## config.mk

```make
export PLATFORM = sky130hd
export DESIGN_NAME = load_adaptive_current_regulator
export DESIGN_NICKNAME = d
export VERILOG_FILES = /design/src/logic/load_reg_pkg.sv /design/src/logic/load_filter.sv /design/src/logic/load_adaptive_current_regulator.sv
export SDC_FILE = /design/constraint.sdc
export NUM_CORES = 1
export LEC_CHECK = 0
export CORE_ASPECT_RATIO = 0.9
export CORE_UTILIZATION = 35
export DETAILED_ROUTE_END_ITERATION = 10
export DONT_BUFFER_PORTS = 1
export SKIP_CTS_REPAIR_TIMING = 1
export SKIP_LAST_GASP = 1
export SLEW_MARGIN = 20
export SYNTH_ARGS = -nofsm -noshare
export SYNTH_HDL_FRONTEND = slang
export SYNTH_SLANG_ARGS = --single-unit
```

## constraint.sdc

```tcl
create_clock -name mclk -period 19.7 [get_ports mclk]
set_clock_uncertainty 0.05 [all_clocks]
set_input_delay 5.91 -clock mclk [delete_from_list [all_inputs] [get_ports mclk]]
set_output_delay 5.91 -clock mclk [all_outputs]
set_load 0.02 [all_outputs]
```

## src/logic/load_reg_pkg.sv

```systemverilog
`default_nettype none
package load_reg_pkg;

  localparam int unsigned LOAD_W        = 10;
  localparam int unsigned SCALE_W       = 5;
  localparam int unsigned OFFSET_W      = 7;
  localparam int unsigned CODE4_W       = 4;
  localparam int unsigned CODE2_W       = 2;
  localparam int unsigned SUM_W         = 12;
  localparam int unsigned DN_CNT_W      = 6;

  // band codes are scaled by 32
  localparam int unsigned BAND_SHIFT    = 5;
  // one offset step moves the reading by 8
  localparam int unsigned OFFSET_SHIFT  = 3;
  // last count of the four-reading load filter and its divide shift
  localparam logic [1:0]  FILTER_LAST   = 2'h3;
  localparam int unsigned FILTER_SHIFT  = 2;

  localparam logic [LOAD_W-1:0]  LOAD_MAX     = 10'h3ff;
  localparam logic [LOAD_W-1:0]  LOAD_RESET   = 10'h3ff;
  localparam logic [SCALE_W-1:0] SCALE_RESET  = 5'h00;
  localparam logic [SUM_W-1:0]   SUM_RESET    = 12'h000;

  localparam logic [3:0] INC_STEP_0 = 4'h1;
  localparam logic [3:0] INC_STEP_1 = 4'h2;
  localparam logic [3:0] INC_STEP_2 = 4'h4;
  localparam logic [3:0] INC_STEP_3 = 4'h8;

  localparam logic [DN_CNT_W-1:0] DEC_NEED_0 = 6'h20;
  localparam logic [DN_CNT_W-1:0] DEC_NEED_1 = 6'h08;
  localparam logic [DN_CNT_W-1:0] DEC_NEED_2 = 6'h02;
  localparam logic [DN_CNT_W-1:0] DEC_NEED_3 = 6'h01;

  function automatic logic [3:0] inc_step(input logic [1:0] code);
    unique case (code)
      2'h0: inc_step = INC_STEP_0;
      2'h1: inc_step = INC_STEP_1;
      2'h2: inc_step = INC_STEP_2;
      2'h3: inc_step = INC_STEP_3;
    endcase
  endfunction : inc_step

  function automatic logic [DN_CNT_W-1:0] dec_need(input logic [1:0] code);
    unique case (code)
      2'h0: dec_need = DEC_NEED_0;
      2'h1: dec_need = DEC_NEED_1;
      2'h2: dec_need = DEC_NEED_2;
      2'h3: dec_need = DEC_NEED_3;
    endcase
  endfunction : dec_need

  // lowest code: (cs+1)/2 or (cs+1)/4 thirty-seconds, at least code 0
  function automatic logic [SCALE_W-1:0] min_scale(
    input logic [SCALE_W-1:0] cs,
    input logic               quarter
  );
    logic [SCALE_W:0] part;
    part = quarter ? ({1'b0, cs} + 6'h01) >> 2 : ({1'b0, cs} + 6'h01) >> 1;
    min_scale = (part == 6'h00) ? 5'h00 : 5'(part - 6'h01);
  endfunction : min_scale

  function automatic logic [LOAD_W-1:0] apply_offset(
    input logic [LOAD_W-1:0]   raw,
    input logic [OFFSET_W-1:0] ofs
  );
    logic signed [SUM_W-1:0] term;
    logic signed [SUM_W-1:0] sum;
    term = $signed({{5{ofs[6]}}, ofs}) <<< OFFSET_SHIFT;
    sum  = $signed({2'b00, raw}) + term;
    if (sum < 0)
      apply_offset = 10'h000;
    else if (sum > $signed({2'b00, LOAD_MAX}))
      apply_offset = LOAD_MAX;
    else
      apply_offset = sum[LOAD_W-1:0];
  endfunction : apply_offset

endpackage : load_reg_pkg
`default_nettype wire

```

## src/logic/load_filter.sv

```systemverilog
`timescale 1ns/1ps
`default_nettype none
module load_filter
  import load_reg_pkg::*;
(
  input  wire logic              mclk,
  input  wire logic              reset,
  input  wire logic              step_strobe,
  input  wire logic [LOAD_W-1:0] sample,
  input  wire logic              filter_enable,
  output var  logic [LOAD_W-1:0] avg_q,
  output var  logic              avg_valid_q
);

  logic [1:0]       cnt_q;
  logic [SUM_W-1:0] sum_q;
  logic [SUM_W-1:0] sum_d;

  assign sum_d = sum_q + {2'b00, sample};

  always_ff @(posedge mclk) begin
    if (reset) begin
      cnt_q <= 2'h0;
      sum_q <= SUM_RESET;
    end else if (!filter_enable) begin
      cnt_q <= 2'h0;
      sum_q <= SUM_RESET;
    end else if (step_strobe) begin
      cnt_q <= cnt_q + 2'h1;
      sum_q <= (cnt_q == FILTER_LAST) ? SUM_RESET : sum_d;
    end
  end

  always_ff @(posedge mclk) begin
    if (reset) begin
      avg_q       <= LOAD_RESET;
      avg_valid_q <= 1'b0;
    end else if (step_strobe && !filter_enable) begin
      avg_q       <= sample; // RQ1
      avg_valid_q <= 1'b1;
    end else if (step_strobe && cnt_q == FILTER_LAST) begin
      avg_q       <= sum_d[LOAD_W+1:FILTER_SHIFT]; // RQ2
      avg_valid_q <= 1'b1;
    end else begin
      avg_valid_q <= 1'b0;
    end
  end
endmodule : load_filter
`default_nettype wire

```

## src/logic/load_adaptive_current_regulator.sv

```systemverilog
// How it works
// [RQ1] unfiltered, a new load reading is published on every full step
// [RQ2] filter on: four readings averaged, one result per four full steps
// [RQ3] signed offset -64..+63 shifts the reading; positive means less sensitive
// [RQ4] reading rises with lighter load; zero means maximum load
// [RQ5] stall output is high while the reading is zero
// [RQ6] host tunes the offset starting at zero, by observed stall behaviour
// [RQ7] lower threshold is lower band code times 32; below it current rises
// [RQ8] lower band code zero switches adaptive regulation off
// [RQ9] upper threshold is (lower band + band width + 1) times 32
// [RQ10] each reading below lower threshold adds 1, 2, 4 or 8
// [RQ11] 32, 8, 2 or 1 readings above upper threshold remove one step
// [RQ12] current never drops below half or quarter of the scale setting
// [RQ13] actual scale 0..31 reported, bounded by setting and minimum
// [RQ14] host uses fixed current with standstill reduction at low speed
// [RQ15] while regulation is off, actual scale follows the scale setting
`timescale 1ns/1ps
`default_nettype none
module load_adaptive_current_regulator
  import load_reg_pkg::*;
(
  input  wire logic                mclk,
  input  wire logic                reset,
  input  wire logic                full_step_strobe,
  input  wire logic [LOAD_W-1:0]   raw_load,
  input  wire logic [OFFSET_W-1:0] load_threshold_offset,
  input  wire logic                load_filter_enable,
  input  wire logic [CODE4_W-1:0]  lower_band_code,
  input  wire logic [CODE4_W-1:0]  band_width_code,
  input  wire logic [CODE2_W-1:0]  increment_step_code,
  input  wire logic [CODE2_W-1:0]  decrement_rate_code,
  input  wire logic                min_current_code,
  input  wire logic [SCALE_W-1:0]  current_scale_setting,
  output var  logic [LOAD_W-1:0]   load_reading,
  output var  logic                load_reading_valid,
  output var  logic                stall_output,
  output var  logic [SCALE_W-1:0]  actual_current_scale
);

  logic [LOAD_W-1:0]   filt_q;
  logic                filt_valid_q;
  logic [LOAD_W-1:0]   load_reading_q;
  logic                load_reading_valid_q;
  logic                stall_q;
  logic [SCALE_W-1:0]  scale_q;
  logic [SCALE_W-1:0]  scale_d;
  logic [DN_CNT_W-1:0] dn_cnt_q;
  logic [DN_CNT_W-1:0] dn_cnt_d;
  logic [LOAD_W-1:0]   lower_thr;
  logic [LOAD_W-1:0]   upper_thr;
  logic [SCALE_W-1:0]  floor_scale;
  logic                regulate_on;
  logic                below_lower;
  logic                above_upper;
  logic                dec_hit;

  assign load_reading         = load_reading_q;
  assign load_reading_valid   = load_reading_valid_q;
  assign stall_output         = stall_q;
  assign actual_current_scale = scale_q;

  load_filter u_filter (
    .mclk          (mclk),
    .reset         (reset),
    .step_strobe   (full_step_strobe),
    .sample        (raw_load),
    .filter_enable (load_filter_enable),
    .avg_q         (filt_q),
    .avg_valid_q   (filt_valid_q)
  );

  // offset and saturation of the published reading
  always_ff @(posedge mclk) begin
    if (reset) begin
      load_reading_q       <= LOAD_RESET;
      load_reading_valid_q <= 1'b0;
    end else begin
      load_reading_valid_q <= filt_valid_q; // RQ1 RQ2
      if (filt_valid_q)
        load_reading_q <= apply_offset(filt_q, load_threshold_offset); // RQ3 RQ4
    end
  end

  always_ff @(posedge mclk) begin
    if (reset)
      stall_q <= 1'b0;
    else if (filt_valid_q)
      stall_q <= (apply_offset(filt_q, load_threshold_offset) == 10'h000); // RQ5
  end

  // thresholds
  assign lower_thr = {1'b0, lower_band_code, 5'h00}; // RQ7
  assign upper_thr = 10'(({1'b0, lower_band_code} + {1'b0, band_width_code}
                          + 5'h01) << BAND_SHIFT); // RQ9
  assign floor_scale = min_scale(current_scale_setting, min_current_code);
  assign regulate_on = (lower_band_code != 4'h0); // RQ8
  assign below_lower = load_reading_q < lower_thr;
  assign above_upper = load_reading_q > upper_thr;
  assign dec_hit     = (dn_cnt_q + 6'h01) >= dec_need(decrement_rate_code);

  always_comb begin
    dn_cnt_d = dn_cnt_q;
    if (!regulate_on)
      dn_cnt_d = 6'h00;
    else if (load_reading_valid_q && above_upper)
      dn_cnt_d = dec_hit ? 6'h00 : dn_cnt_q + 6'h01; // RQ11
    else if (load_reading_valid_q)
      dn_cnt_d = 6'h00;
  end

  always_comb begin
    logic [SCALE_W:0] wide;
    wide = {1'b0, scale_q};
    if (load_reading_valid_q && below_lower)
      wide = {1'b0, scale_q} + {2'b00, inc_step(increment_step_code)}; // RQ10
    else if (load_reading_valid_q && above_upper && dec_hit
             && scale_q > floor_scale)
      wide = {1'b0, scale_q} - 6'h01; // RQ11
    if (wide > {1'b0, current_scale_setting})
      wide = {1'b0, current_scale_setting}; // RQ13
    if (wide < {1'b0, floor_scale})
      wide = {1'b0, floor_scale}; // RQ12
    scale_d = wide[SCALE_W-1:0];
  end

  always_ff @(posedge mclk) begin
    if (reset)
      dn_cnt_q <= 6'h00;
    else
      dn_cnt_q <= dn_cnt_d;
  end

  always_ff @(posedge mclk) begin
    if (reset)
      scale_q <= SCALE_RESET;
    else if (!regulate_on)
      scale_q <= current_scale_setting; // RQ15 RQ8
    else
      scale_q <= scale_d; // RQ13
  end
endmodule : load_adaptive_current_regulator
`default_nettype wire

```

==> run summary <==
=====================================================================================
Fin. Hold Viols                                                                     0
Hold WC Path Type                                                        register to register
Synthesized instance count                                                        477
DIE WIDTH                                                                    114.7 µm
Antenna violations before repair                                                    0
Synth Area in Compound Gates                                                   0.2439
Area growth syn-to-layout                                                      7.505%
Nature of the critical path startpoint                                   primary input
Cell repeated most along the worst path                                  sky130_fd_sc_hd__ha_1
Largest net degree at the start of global routing                                  22
Gr ovfl total                                                                       0
CP required                                                                  19.89 ns
Seq cells post-synth                                                               48
Grt met1 use                                                                   0.2176
Half-perimeter wire length after detailed placement                           7711 µm
Period utilisation layout                                                      0.6341
Number of vias after detailed routing                                            3428
Arrival time at the worst endpoint                                           12.68 ns
Largest delay share family, worst path                                   compound AO/OA/AOI/OAI gates
Post-synthesis mux area share                                                 0.02689
Minimum setup slack among reg-to-reg paths                                   13.83 ns
Transition time of the tightest slew-check pin                              0.8582 ns
Path type of the worst setup path                                        primary input to register
TritonCTS clock tree                                                            built
Crit path buf inv count                                                             1
Min Clock Period, post-route                                                 12.49 ns
Critical path peak fanout                                                           8
Post-detailed-route DRC marker count                                                0
Post-Synthesis Net Count                                                          577
Number of warnings printed during yosys synthesis                                   0
WL/cell                                                                      15.49 µm
Most frequent cells in the layout                                        57 x sky130_fd_sc_hd__ha_1, 48 x sky130_fd_sc_hd__dfxtp_1, 46 x sky130_fd_sc_hd__nor2_1
PortBufs                                                                            0
Total power divided by cell area                                         81.00 nW/µm²
Reported leakage power                                                    0.001874 µW
Worst-path cell with the longest stage delay                             sky130_fd_sc_hd__a2111oi_2
Total negative slack for setup checks                                            0 ns
Clock root buffer                                                        sky130_fd_sc_hd__clkbuf_16
Most frequent standard cell in the layout excluding fill and tap cells   sky130_fd_sc_hd__ha_1
Final design instance area without fill                                      4302 µm²
Worst rel slew slack                                                           0.4258
DR iter-0 viols                                                                   131
Type of destination of the critical path                                     register
Area share of fa/ha/maj cells after synthesis                                  0.1982
Final weighted congestion in routability-driven placement                      0.8708
Wire length of the first global-routing pass                                 16080 µm
Worst hold path startpoint                                               u_filter.sum_q[9]$_SDFFE_PP0P_
Run status                                                                  completed
Critical R2R Launch                                                      actual_current_scale[3]$_SDFF_PP0_
Initial core utilization                                                       0.3641
Unrepaired setup endpoints after global routing                                    no
End of the worst register-to-register path                               actual_current_scale[1]$_SDFF_PP0_
CORE AREA                                                                   10990 µm²
Cell taking the most area after synthesis                                sky130_fd_sc_hd__dfxtp_1
Depth of the worst hold-timing path                                                 2
Finish-stage setup viols                                                            0
Post-synth EDFFs                                                                    0
Ant diodes                                                                          0
Placed Area                                                                  4145 µm²
CTS H-Tree Depth                                                                    2
Number of buffers inserted during clock tree synthesis                              5
IR drop worst, VDD                                                       0.00004194 V
Area share of and/or/nand/nor cells after synthesis                            0.1804
Stage delay of the slowest cell on the critical path                          0.40 ns
Clock latency on the worst-skew pair                                          0.30 ns
I/O pin count                                                                      56
Register clock-pin slew on the reported worst setup and hold paths            0.07 ns
Routing usage on met2                                                          0.2909
Post-synth ARST share                                                               0
Met3 capacity usage during global routing                                     0.05012
Register area share after synthesis                                            0.2402
Worst-case reg-to-reg path depth                                                   25
Prevailing post-synth register cell                                      sky130_fd_sc_hd__dfxtp_1
Max Cap Viol                                                                        0
Number of library cell types mapped by synthesis                                   60
Max Freq                                                                    80.06 MHz
Dominant combinational cell family by area after synthesis               compound AO/OA/AOI/OAI gates
Number of clock sinks seen by CTS                                                  48
Most heavily used metal layer in global routing                                  met2
Vertical extent of the die                                                   103.4 µm
Clk buf depth                                                                       2
Fin. max-slew vios                                                                  0
Total routing usage reported by global routing                                 0.1713
Area of the die                                                             11860 µm²
Synthesized-area fraction occupied by xor and xnor cells                      0.06785
First-pass DRT Iterations                                                           4
Worst hold path endpoint                                                 u_filter.sum_q[9]$_SDFFE_PP0P_
Largest cells by area after synthesis                                    sky130_fd_sc_hd__dfxtp_1 24%, sky130_fd_sc_hd__ha_1 18%, sky130_fd_sc_hd__nor2_1 4.3%
Vias in the first global route                                                   3338
Final #Nets                                                                       572
Vias per cell                                                                   5.485
Netlist area before placement                                                4001 µm²
Synthesized area divided by synthesized cell count                          8.389 µm²
Remaining antenna violation count                                                   0
Ratio of cells with drive above 1 in the final layout                         0.05285
Final routed wirelength across all metal layers                               9679 µm
Number of placement rows                                                           36
Top cell type's share of synthesized area                                      0.2402
=====================================================================================
## metal layers
layer | vias to the layer above | share of wire
met4 | 0 | 0.0062
met2 | 81 | 0.46
met3 | 6 | 0.075
met5 | - | 0
met1 | 1606 | 0.46
li1 | 1735 | -
## layout make-up
type	count	area [µm²]
well taps	152	190.2
fillers	1161	6689
clock buffers	6	138.9
flip-flops and latches	48	960.9
inverters	33	123.9
clock inverters	2	13.76
multi-input cells	384	2874
## tightest hold or removal path, cell delays in order, from the launching register on
cell                      delay [ns]
sky130_fd_sc_hd__dfxtp_1        0.32
sky130_fd_sc_hd__nand2_1        0.06
sky130_fd_sc_hd__a21oi_1        0.05
## where the power goes
| group | internal, µW | switching, µW | leakage, µW | total (µW) |
|---|---|---|---|---|
| logic | 61.6 | 73.5 | 0.00140 | 135 |
| registers | 105 | 17.9 | 0.000393 | 122 |
| clock network | 50.9 | 40.0 | 0.0000772 | 90.9 |
| total | 217 | 131 | 0.00187 | 348 |
## logic make-up (layout without fill, tap and decap cells)
logic type	count (synthesis)	in the layout
flops	48	48
xor+xnor	31	31
compound gates	139	139
fa+ha+maj	61	61
simple gates	143	143
buf+inv	45	41
mux	10	10
## through the flow
step	worst slack [ns]	util	cells	hold slack (ns)	power, µW
floorplan	7.711	-	477	0.3932	229.4
global placement	7.211	0.3772	617	0.4065	254.5
detailed placement	6.961	0.3772	617	0.4157	258.9
CTS	7.249	0.3911	625	0.4254	350.9
global route	6.624	0.3914	625	0.4617	374.6
finish	7.209	0.3914	625	0.4236	348.4
## worst max path at each step
stage,startpoint,to,slack (ns),cells past startpoint
3_3_place_gp,current_scale_setting[0],actual_current_scale[4]$_SDFF_PP0_,7.21,32
2_1_floorplan,current_scale_setting[0],actual_current_scale[4]$_SDFF_PP0_,7.71,32
6_report,current_scale_setting[1],actual_current_scale[1]$_SDFF_PP0_,7.21,32
4_1_cts,current_scale_setting[1],actual_current_scale[1]$_SDFF_PP0_,7.25,32
3_5_place_dp,current_scale_setting[1],actual_current_scale[1]$_SDFF_PP0_,6.96,32
5_1_grt,current_scale_setting[1],actual_current_scale[4]$_SDFF_PP0_,6.62,32
## state kept, by name (all words and copies together) (netlist names)
name	count
u_filter.avg_valid_q	1
stall_output	1
u_filter.sum_q	12
u_filter.avg_q	10
load_reading	10
dn_cnt_q	6
load_reading_valid	1
u_filter.cnt_q	2
actual_current_scale	5
## Yosys cell counts (all sizes together), types with 2 or more instances
cell     number
nor3b         2
a221oi        3
nand2b        6
mux2          6
o211ai        5
nand4         4
nor2b        15
a2111oi       2
a31o          2
nor4          2
nor3         12
o22ai         8
a211o         2
dfxtp        48
a22oi         7
and4          2
buf           2
xnor2        18
fa            4
o32a          2
inv          33
or2           3
a41o          2
o31ai         3
ha           57
mux2i         4
o21a          3
o21bai        5
o21ai        24
xor2         13
nor2         46
nand3        11
and2          8
a221o        12
a31oi         6
a21boi        2
nand3b        4
a21oi        31
a21o         13
clkbuf       10
nand2        24
Power figures use the tool's default switching activity.
